===== config.mk =====
export PLATFORM = sky130hd
export DESIGN_NAME = ufd_ctrl
export DESIGN_NICKNAME = d
export VERILOG_FILES = /design/src/design/ufd_pkg.sv /design/src/design/ufd_ctrl.sv /design/src/design/ufd_fifo.sv
export SDC_FILE = /design/constraint.sdc
export NUM_CORES = 1
export LEC_CHECK = 0
export ABC_AREA = 1
export BUFFER_PORTS_ARGS = -buffer_cell sky130_fd_sc_hd__clkbuf_2
export CAP_MARGIN = 20
export CELL_PAD_IN_SITES_DETAIL_PLACEMENT = 0
export CELL_PAD_IN_SITES_GLOBAL_PLACEMENT = 1
export CORE_MARGIN = 2
export CORE_UTILIZATION = 45
export DETAILED_ROUTE_END_ITERATION = 10
export GPL_TIMING_DRIVEN = 1
export PLACE_DENSITY = 0.72
export REMOVE_ABC_BUFFERS = 1
export SLEW_MARGIN = 20
export SYNTH_ARGS = -nofsm -noshare
export SYNTH_HDL_FRONTEND = slang
export SYNTH_SLANG_ARGS = --single-unit
export TNS_END_PERCENT = 10

===== constraint.sdc =====
create_clock -name clk -period 9.2 [get_ports clk]
set_clock_uncertainty 0.2 [all_clocks]
set_input_delay 0.46 -clock clk [delete_from_list [all_inputs] [get_ports clk]]
set_output_delay 0.46 -clock clk [all_outputs]
set_load 0.03 [all_outputs]

===== src/design/ufd_pkg.sv =====
// How it works
// - Receive interrupt follows fill versus trigger level.
// - Status code shows trigger; clears below level.
// - Data ready set on store, until empty.
// - Polled mode: FIFOs on, all masks off.
// - Status bits report errors; bit 7 FIFO errors.
// - Bit 5 transmit empty; bit 6 fully idle.
// - Control bit 3 selects DMA mode.
// - Mode 0 transmit ready low when empty.
// - Mode 0 receive ready low while holding data.
// - Mode 1 transmit ready high only when full.
// - Mode 1 receive ready: trigger/time-out until empty.
// - Reception continues past trigger until full.
// - Control bits 7:6 program trigger level.
// - Control bits 5:4 unused, zero.
// - Control bit 2 requests transmit clear.
// - Clear bits empty FIFO, then self-clear.
// - Trigger codes give 1, 4, 8, 14.
// - Other control bits ignored unless enable set.
package ufd_pkg;

    localparam int DATA_W     = 8;
    localparam int ERR_W      = 3;
    localparam int FIFO_DEPTH = 16;
    localparam int CNT_W      = 5;
    localparam int MASK_W     = 4;

    localparam logic [2:0] ADDR_HOLDING     = 3'h0;
    localparam logic [2:0] ADDR_INT_MASK    = 3'h1;
    localparam logic [2:0] ADDR_FIFO_CTRL   = 3'h2;
    localparam logic [2:0] ADDR_LINE_STATUS = 3'h5;

    localparam int FC_ENABLE   = 0;
    localparam int FC_RX_CLEAR = 1;
    localparam int FC_TX_CLEAR = 2;
    localparam int FC_DMA_MODE = 3;
    localparam int FC_TRIG_LO  = 6;
    localparam int FC_TRIG_HI  = 7;

    localparam logic [7:0] FIFO_CTRL_RESET = 8'h00;
    localparam logic [7:0] FC_WRITE_MASK   = 8'hcf;
    localparam logic [7:0] FC_FIELD_MASK   = 8'hf8;
    localparam logic [7:0] FC_HOLD_MASK    = 8'hf9;
    localparam logic [7:0] FC_CLEAR_BITS   = 8'h06;

    localparam logic [MASK_W-1:0] INT_MASK_RESET = 4'h0;
    localparam int                IM_RX_DATA     = 0;

    localparam logic [CNT_W-1:0] TRIG_LVL_0 = 5'h01;
    localparam logic [CNT_W-1:0] TRIG_LVL_1 = 5'h04;
    localparam logic [CNT_W-1:0] TRIG_LVL_2 = 5'h08;
    localparam logic [CNT_W-1:0] TRIG_LVL_3 = 5'h0e;

    localparam logic [3:0] ISR_NONE       = 4'h1;
    localparam logic [3:0] ISR_RX_DATA    = 4'h4;
    localparam logic [3:0] ISR_RX_TIMEOUT = 4'hc;

    localparam int LS_DATA_READY = 0;
    localparam int LS_OVERRUN    = 1;
    localparam int LS_ERR_LO     = 2;
    localparam int LS_ERR_HI     = 4;
    localparam int LS_TX_EMPTY   = 5;
    localparam int LS_TX_IDLE    = 6;
    localparam int LS_FIFO_ERR   = 7;

    typedef enum logic [1:0]
    {
        rxd_idle   = 2'b01,
        rxd_active = 2'b10
    } ufd_rxd_state_t;

    function automatic logic [CNT_W-1:0] trig_level(input logic [1:0] code);
        case (code)
            2'h0:    trig_level = TRIG_LVL_0;
            2'h1:    trig_level = TRIG_LVL_1;
            2'h2:    trig_level = TRIG_LVL_2;
            default: trig_level = TRIG_LVL_3;
        endcase
    endfunction : trig_level

endpackage : ufd_pkg


===== src/design/ufd_ctrl.sv =====
`timescale 1ns/1ns
`default_nettype none
module ufd_ctrl
    import ufd_pkg::*;
#(
    parameter int  DEPTH = FIFO_DEPTH,
    localparam int CW    = $clog2(DEPTH + 1)
) (
    // Clock and reset.
    input  wire logic              clk,
    input  wire logic              rst,
    // Host register port.
    input  wire logic [2:0]        reg_addr,
    input  wire logic              reg_wr,
    input  wire logic              reg_rd,
    input  wire logic [7:0]        reg_wdata,
    output logic      [7:0]        reg_rdata,
    // Transmit characters toward the shifter.
    output logic                   tx_data_valid,
    input  wire logic              tx_data_ready,
    output logic      [DATA_W-1:0] tx_data,
    input  wire logic              tx_shift_empty,
    // Received characters from the shifter.
    input  wire logic              rx_char_valid,
    output logic                   rx_char_ready,
    input  wire logic [DATA_W-1:0] rx_char_data,
    input  wire logic [ERR_W-1:0]  rx_char_err,
    input  wire logic              rx_timeout,
    // Interrupt and DMA request outputs.
    output logic                   rx_data_irq,
    output logic                   tx_ready_n,
    output logic                   rx_ready_n
);

    ////////////////////////////////////////////////////////////////////////////////
    logic [7:0]        fifo_control_reg;
    logic [MASK_W-1:0] interrupt_mask_reg;
    logic [7:0]        rdata_reg;
    logic              overrun_reg;
    logic              timeout_reg;
    logic [CW-1:0]     err_cnt_reg;
    logic              rx_irq_reg;
    logic              tx_ready_n_reg;
    logic              rx_ready_n_reg;
    ufd_rxd_state_t    rxd_reg;
    ufd_rxd_state_t    rxd_next;

    logic [CW-1:0]            tx_count;
    logic [CW-1:0]            rx_count;
    logic                     tx_fifo_ready;
    logic                     rx_fifo_ready;
    logic                     rx_head_valid;
    logic [DATA_W+ERR_W-1:0]  rx_head;

    ////////////////////////////////////////////////////////////////////////////////
    // Register decode.
    wire fc_wr       = reg_wr && (reg_addr == ADDR_FIFO_CTRL);
    wire mask_wr     = reg_wr && (reg_addr == ADDR_INT_MASK);
    wire hold_wr     = reg_wr && (reg_addr == ADDR_HOLDING);
    wire hold_rd     = reg_rd && (reg_addr == ADDR_HOLDING);
    wire status_rd   = reg_rd && (reg_addr == ADDR_LINE_STATUS);

    wire fifo_en     = fifo_control_reg[FC_ENABLE];
    wire dma_mode1   = fifo_en && fifo_control_reg[FC_DMA_MODE];
    wire [1:0] trig_code = fifo_control_reg[FC_TRIG_HI:FC_TRIG_LO];
    wire tx_fifo_clear = fifo_control_reg[FC_TX_CLEAR];
    wire rx_fifo_clear = fifo_control_reg[FC_RX_CLEAR];
    wire polled_mode = fifo_en && (interrupt_mask_reg == INT_MASK_RESET);

    // Without the enable bit only the enable itself is taken.
    wire [7:0] fc_raw = reg_wdata[FC_ENABLE] ? (reg_wdata & FC_WRITE_MASK)
                                             : (fifo_control_reg & FC_FIELD_MASK);
    wire       en_change = (fc_raw[FC_ENABLE] != fifo_en);
    wire [7:0] fc_value = fc_raw | (en_change ? FC_CLEAR_BITS : 8'h00);
    wire [7:0] fifo_control_next = fc_wr ? fc_value
                                         : (fifo_control_reg & FC_HOLD_MASK);

    ////////////////////////////////////////////////////////////////////////////////
    // Transmit path.
    wire tx_accept = fifo_en ? tx_fifo_ready : (tx_count == '0);
    wire tx_push   = hold_wr && tx_accept;

    ufd_fifo #(
        .WIDTH (DATA_W),
        .DEPTH (DEPTH)
    ) u_tx_fifo (
        .clk       (clk),
        .rst       (rst),
        .clear     (tx_fifo_clear),
        .in_valid  (tx_push),
        .in_ready  (tx_fifo_ready),
        .in_data   (reg_wdata),
        .out_valid (tx_data_valid),
        .out_ready (tx_data_ready),
        .out_data  (tx_data),
        .count     (tx_count)
    );

    ////////////////////////////////////////////////////////////////////////////////
    // Receive path; the FIFO keeps filling past the trigger level.
    wire rx_accept = fifo_en ? rx_fifo_ready : (rx_count == '0);
    wire rx_push   = rx_char_valid && rx_accept;
    wire rx_lost   = rx_char_valid && !rx_accept;
    wire rx_pop    = hold_rd && rx_head_valid;
    wire [ERR_W-1:0] head_err = rx_head[DATA_W +: ERR_W];

    assign rx_char_ready = rx_accept;

    ufd_fifo #(
        .WIDTH (DATA_W + ERR_W),
        .DEPTH (DEPTH)
    ) u_rx_fifo (
        .clk       (clk),
        .rst       (rst),
        .clear     (rx_fifo_clear),
        .in_valid  (rx_char_valid && rx_accept),
        .in_ready  (rx_fifo_ready),
        .in_data   ({rx_char_err, rx_char_data}),
        .out_valid (rx_head_valid),
        .out_ready (hold_rd),
        .out_data  (rx_head),
        .count     (rx_count)
    );

    ////////////////////////////////////////////////////////////////////////////////
    // Trigger, status and ready decoding.
    wire rx_trig    = fifo_en && (rx_count >= CW'(trig_level(trig_code)));
    wire rx_level   = fifo_en ? rx_trig : rx_head_valid;
    wire rx_pending = interrupt_mask_reg[IM_RX_DATA] && (rx_level || timeout_reg);
    wire [3:0] isr_code = !rx_pending ? ISR_NONE
                        : (timeout_reg ? ISR_RX_TIMEOUT : ISR_RX_DATA);
    wire [7:0] isr_value = {fifo_en, fifo_en, 2'b00, isr_code};

    wire [7:0] line_status;
    assign line_status[LS_DATA_READY]         = rx_head_valid;
    assign line_status[LS_OVERRUN]            = overrun_reg;
    assign line_status[LS_ERR_HI:LS_ERR_LO]   = rx_head_valid ? head_err : '0;
    assign line_status[LS_TX_EMPTY]           = (tx_count == '0);
    assign line_status[LS_TX_IDLE]            = (tx_count == '0) && tx_shift_empty;
    assign line_status[LS_FIFO_ERR]           = fifo_en && (err_cnt_reg != '0);

    wire [7:0] read_value = (reg_addr == ADDR_HOLDING)     ? rx_head[DATA_W-1:0]
                          : (reg_addr == ADDR_INT_MASK)    ? {4'h0, interrupt_mask_reg}
                          : (reg_addr == ADDR_FIFO_CTRL)   ? isr_value
                          : (reg_addr == ADDR_LINE_STATUS) ? line_status
                          : 8'h00;

    wire err_in   = rx_push && (rx_char_err != '0);
    wire err_out  = rx_pop && (head_err != '0);
    wire [CW-1:0] err_cnt_next = rx_fifo_clear ? '0
                               : err_cnt_reg + CW'(err_in) - CW'(err_out);
    wire overrun_next = rx_lost || (overrun_reg && !status_rd);
    wire timeout_set  = fifo_en && rx_timeout && rx_head_valid;
    wire timeout_next = timeout_set || (timeout_reg && !rx_pop && !rx_fifo_clear);

    wire tx_ready_n_next = dma_mode1 ? (tx_count == CW'(DEPTH))
                                     : (tx_count != '0);

    always_comb
    begin
        rxd_next = rxd_reg;
        case (rxd_reg)
            rxd_idle:
            begin
                if (dma_mode1 && (rx_trig || timeout_reg))
                    rxd_next = rxd_active;
            end
            rxd_active:
            begin
                if (!dma_mode1 || (rx_count == '0))
                    rxd_next = rxd_idle;
            end
            default: rxd_next = rxd_idle;
        endcase
    end

    wire rx_ready_n_next = dma_mode1 ? (rxd_next != rxd_active)
                                     : (rx_count == '0);

    ////////////////////////////////////////////////////////////////////////////////
    always_ff @(posedge clk or posedge rst)
    begin
        if (rst)
        begin
            fifo_control_reg   <= FIFO_CTRL_RESET;
            interrupt_mask_reg <= INT_MASK_RESET;
            rdata_reg          <= 8'h00;
            overrun_reg        <= 1'b0;
            timeout_reg        <= 1'b0;
            err_cnt_reg        <= '0;
        end
        else
        begin
            fifo_control_reg   <= fifo_control_next;
            interrupt_mask_reg <= mask_wr ? reg_wdata[MASK_W-1:0] : interrupt_mask_reg;
            rdata_reg          <= reg_rd ? read_value : rdata_reg;
            overrun_reg        <= overrun_next;
            timeout_reg        <= timeout_next;
            err_cnt_reg        <= err_cnt_next;
        end
    end

    always_ff @(posedge clk or posedge rst)
    begin
        if (rst)
        begin
            rxd_reg        <= rxd_idle;
            rx_irq_reg     <= 1'b0;
            tx_ready_n_reg <= 1'b0;
            rx_ready_n_reg <= 1'b1;
        end
        else
        begin
            rxd_reg        <= rxd_next;
            rx_irq_reg     <= rx_pending;
            tx_ready_n_reg <= tx_ready_n_next;
            rx_ready_n_reg <= rx_ready_n_next;
        end
    end

    assign reg_rdata   = rdata_reg;
    assign rx_data_irq = rx_irq_reg;
    assign tx_ready_n  = tx_ready_n_reg;
    assign rx_ready_n  = rx_ready_n_reg;
endmodule : ufd_ctrl
`default_nettype wire


===== src/design/ufd_fifo.sv =====
`timescale 1ns/1ns
`default_nettype none
module ufd_fifo #(
    parameter int  WIDTH = 8,
    parameter int  DEPTH = 16,
    localparam int AW    = $clog2(DEPTH),
    localparam int CW    = $clog2(DEPTH + 1)
) (
    // Clock and reset.
    input  wire logic             clk,
    input  wire logic             rst,
    input  wire logic             clear,
    // Fill side.
    input  wire logic             in_valid,
    output logic                  in_ready,
    input  wire logic [WIDTH-1:0] in_data,
    // Drain side.
    output logic                  out_valid,
    input  wire logic             out_ready,
    output logic      [WIDTH-1:0] out_data,
    output logic      [CW-1:0]    count
);

    logic [WIDTH-1:0] mem_reg [DEPTH];
    logic [AW-1:0]    wr_ptr_reg;
    logic [AW-1:0]    rd_ptr_reg;
    logic [CW-1:0]    count_reg;
    wire              push     = in_valid && in_ready;
    wire              pop      = out_valid && out_ready;
    wire [AW-1:0]     wr_next  = (wr_ptr_reg == AW'(DEPTH - 1)) ? '0 : wr_ptr_reg + 1'b1;
    wire [AW-1:0]     rd_next  = (rd_ptr_reg == AW'(DEPTH - 1)) ? '0 : rd_ptr_reg + 1'b1;

    assign in_ready  = (count_reg != CW'(DEPTH));
    assign out_valid = (count_reg != '0);
    assign out_data  = mem_reg[rd_ptr_reg];
    assign count     = count_reg;

    always_ff @(posedge clk or posedge rst)
    begin
        if (rst)
        begin
            wr_ptr_reg <= '0;
            rd_ptr_reg <= '0;
            count_reg  <= '0;
        end
        else if (clear)
        begin
            wr_ptr_reg <= '0;
            rd_ptr_reg <= '0;
            count_reg  <= '0;
        end
        else
        begin
            wr_ptr_reg <= push ? wr_next : wr_ptr_reg;
            rd_ptr_reg <= pop ? rd_next : rd_ptr_reg;
            count_reg  <= count_reg + CW'(push) - CW'(pop);
        end
    end

    always_ff @(posedge clk)
    begin
        if (push)
        begin
            mem_reg[wr_ptr_reg] <= in_data;
        end
    end

endmodule : ufd_fifo
`default_nettype wire


==> run_results.csv <==
group,metric,value,unit
sta,tns,0,ns
clock_network,numClockSinks,360,
routing,dr.first_iter.drc_count,897,
logic_synthesis,synthesis.area,15360,um2
global_route,grt_use_met2,0.3381,
logic_synthesis,synthCells,1329,
clock_network,clkSlewWorstSetupHoldPaths,0.06,ns
pwr,swShare,0.3452,
sta,hold_violations,0,
logic_synthesis,yosysTopAreaCell,"edfxtp_1",
clock_network,clockBufferDepth,3,
global_route,first_global_vias,9691,
pwr,power.density,280.5,nW/um2
setup_path,cp_slowest_cell,"dfrtp_2",
setup_path,path_class,"flip-flop to flip-flop",
finish,largest_register_ffs,176,
pwr,pwr-share-seq,0.414,
clock_network,clk_root_buffer_cell,"clkbuf_16",
global_route,grt_max_degree,92,
logic_synthesis,ys_types,40,
clock_network,numCtsBuffers,39,
clock_network,htree_levels,2,
finish,finish.instance_area,17250,um2
sta,min_period,4.072,ns
pwr,clkPwrFrac,0.300,
sta,slew_violations,0,
pwr,switching_power,1.670,mW
pwr,leakagePower,6.426,nW
logic_synthesis,synthAdderAreaFrac,0.03160,
run,maxCapViolCount,0,
floorplan,chipHeight,188.8,um
logic_synthesis,async_flop_share,0.1556,
setup_path,critPathRequiredTime,9.39,ns
logic_synthesis,synth_edf_count,304,
finish,n_antenna_cell,0,
routing,wl_per_cell,19.98,um
setup_path,crit_top_cell,"nor2_1",
sta,setup_ws,5.128,ns
outcome,status,"finished clean",
setup_path,start_kind,"flip-flop",
logic_synthesis,synthXorXnorAreaFrac,0.005131,
global_route,use_met1,0.2979,
logic_synthesis,synth_seq_area_share,0.6856,
global_route,grt_use_total,0.2097,
floorplan,die_x,188.8,um
min_path,holdCritPathClass,"input pin to flip-flop",
floorplan,io_pins,51,
setup_path,cp_slowest_stage_delay,0.76,ns
clock_network,cts_resized,0,
routing,vias_per_cell,5.399,
place,place_area,16030,um2
floorplan,core,33620,um2
floorplan,num_rows,67,
finish,synthToLayoutAreaGrowth,12.27,%
global_route,grt_pass1_wl,56.99,mm
logic_synthesis,ys.flop_type,"edfxtp_1",
pwr,irDropWorstVdd,0.1386,mV
routing,wirelength,37.16,mm
clock_network,clock_latency,0.53,ns
place,port_buffers,50,
logic_synthesis,synth_mux_area_frac,0.0007330,
place,place_ws,5.130,ns
place,gp_congestion,0.7935,
logic_synthesis,synth_top_family_by_area,"simple AND/OR/NAND/NOR gates",
sta,fin_crit_sh,0.4426,
sta,fmax,0.2456,GHz
setup_path,path_max_fanout,57,
setup_path,crit_family,"simple AND/OR/NAND/NOR gates",
floorplan,start_util,0.4570,
logic_synthesis,ys_warn_count,0,
place,dpl.hpwl,22.40,mm
global_route,grt.met3_usage,0.02831,
floorplan,dieArea,35630,um2
finish,fin_nets,1450,
routing,drt_first_pass_iters,5,
sta,holdWs,0.03350,ns
logic_synthesis,yosysTopAreaCellShare,0.5942,
global_route,grt_overflow_total,0,
setup_path,cp_cell_sequence,"buf_4 -> nand2_1 -> nand3_1 -> nand3_1 -> nand3_1 -> nand2_1 -> nor3_1 -> nor2_1 -> ha_1 -> inv_1 -> ha_1 -> fa_1 -> nand2_1 -> inv_1 -> nor2_1 -> nor2_1 -> nor2_1 -> xor2_1 -> nor2_1",
pwr,share_comb_of_total_power,0.286,
finish,fillers,2941,
logic_synthesis,ys_ff_latch,360,
routing,num_vias,10040,
routing,drt.antenna.violating_nets,0,
pwr,p_total,4.838,mW
sta,rsz0062_at_grt,"false",
sta,setup_viol,0,
finish,most-common-layout-cells,"edfxtp_1 (304), nor2_1 (234), o21ai_0 (166), nand2_1 (162), inv_1 (89)",
setup_path,path_buf_inv,3,
finish,final_common_cell,"edfxtp_1",
logic_synthesis,avgSynthCellArea,11.56,um2
logic_synthesis,yosys.area_share.simple,0.1302,
pwr,p_int,3.168,mW
logic_synthesis,yosys-top-cells-area,"edfxtp_1 (59%), dfrtp_1 (8.8%), nor2_1 (5.8%)",
sta,slew_headroom,0.2245,
finish,drive_above_1_share,0.1020,
routing,drc_errors,0,
sta,tightest_slew,1.159,ns
logic_synthesis,synth_compound_area_frac,0.1020,
setup_path,arrival,4.26,ns
global_route,antenna_found_initial,0,
global_route,top_usage_layer,"met2",
clock_network,cts_tree,"built",
setup_path,end_kind,"flip-flop",
## Yosys cell counts, drive strengths merged, types with 20 or more instances
cell / number
nand3: 74
inv: 95
o21ai: 170
ha: 34
buf: 34
a21oi: 23
clkbuf: 27
dfrtp: 54
nand2: 164
edfxtp: 304
o211ai: 20
o221ai: 26
nor2: 240
o22ai: 21
## routing by layer
| layer | share of wire | vias to the layer above | wire, um |
|---|---|---|---|
| met5 | 0 | - | 0 |
| met4 | 0.023 | 0 | 862 |
| met3 | 0.047 | 57 | 1730 |
| met2 | 0.47 | 274 | 17500 |
| met1 | 0.46 | 4917 | 17070 |
| li1 | - | 4794 | - |
## worst register-to-register path, cell delays in order (launching register included)
cell and delay [ns]:
dfrtp_2 0.76, buf_4 0.62, nand2_1 0.15, nand3_1 0.12, nand3_1 0.08, nand3_1 0.09, nand2_1 0.11, nor3_1 0.25
nor2_1 0.07, ha_1 0.27, inv_1 0.04, ha_1 0.20, fa_1 0.41, nand2_1 0.08, inv_1 0.05, nor2_1 0.10
nor2_1 0.05, nor2_1 0.11, xor2_1 0.16, nor2_1 0.05
## power groups by stage
stage	Combinational, mW	Sequential (mW)	Clock (mW)
floorplan	0.871	2.07	0
global placement	1.35	2.03	0
detailed placement	1.38	2.03	0
CTS	1.38	2.00	1.48
global route	1.56	2.01	1.54
finish	1.39	2.00	1.45
## metrics by stage
stage	cells	utilization
finish	1860	0.5131
detailed placement	1788	0.4768
global route	1860	0.5131
global placement	1788	0.4768
floorplan	1268	-
CTS	1859	0.5123
## final timing paths
kind | startpoint | end | slack [ns] | depth (start not counted)
min in group asynchronous | rst | rxd_reg[1] | 0.50 | 4
max | u_rx_fifo.rd_ptr_reg[0] | err_cnt_reg[4] | 5.13 | 19
min reg2reg | fifo_control_reg[3] | fifo_control_reg[3] | 0.30 | 2
max in group asynchronous | rst | u_rx_fifo.rd_ptr_reg[0] | 7.74 | 4
min | rx_timeout | timeout_reg | 0.03 | 3
max reg2reg | u_rx_fifo.rd_ptr_reg[0] | err_cnt_reg[4] | 5.13 | 19
## kinds of logic (layout without fill, tap and decap cells)
group                      count (synthesis)  after routing
xor gates and xnor gates                   9              9
muxes                                      1              1
adders and majority gates                 37             37
buffers and inverters                    158            241
AOI/OAI and AO/OA                        272            272
and+or+nand+nor                          492            492
DFF                                      360            360
## final cells by class
class / instances / area [um2] / share of cell area
flip-flops and latches: 360 / 10540 / 0.6109
multi-input cells: 811 / 4148 / 0.2405
inverters: 97 / 366.6 / 0.02126
clock buffers: 58 / 1110 / 0.06435
well taps: 448 / 560.5 / 0.03250
clock inverters: 12 / 73.82 / 0.004280
repair buffers: 74 / 452.9 / 0.02626
## repair_timing
| action | CTS | global route |
|---|---|---|
| hold buffers | 1 | 0 |
| setup buffers | 0 | 0 |
| hold endpoints to repair | 54 | 0 |
No activity file was read; power rests on OpenSTA's default activity.
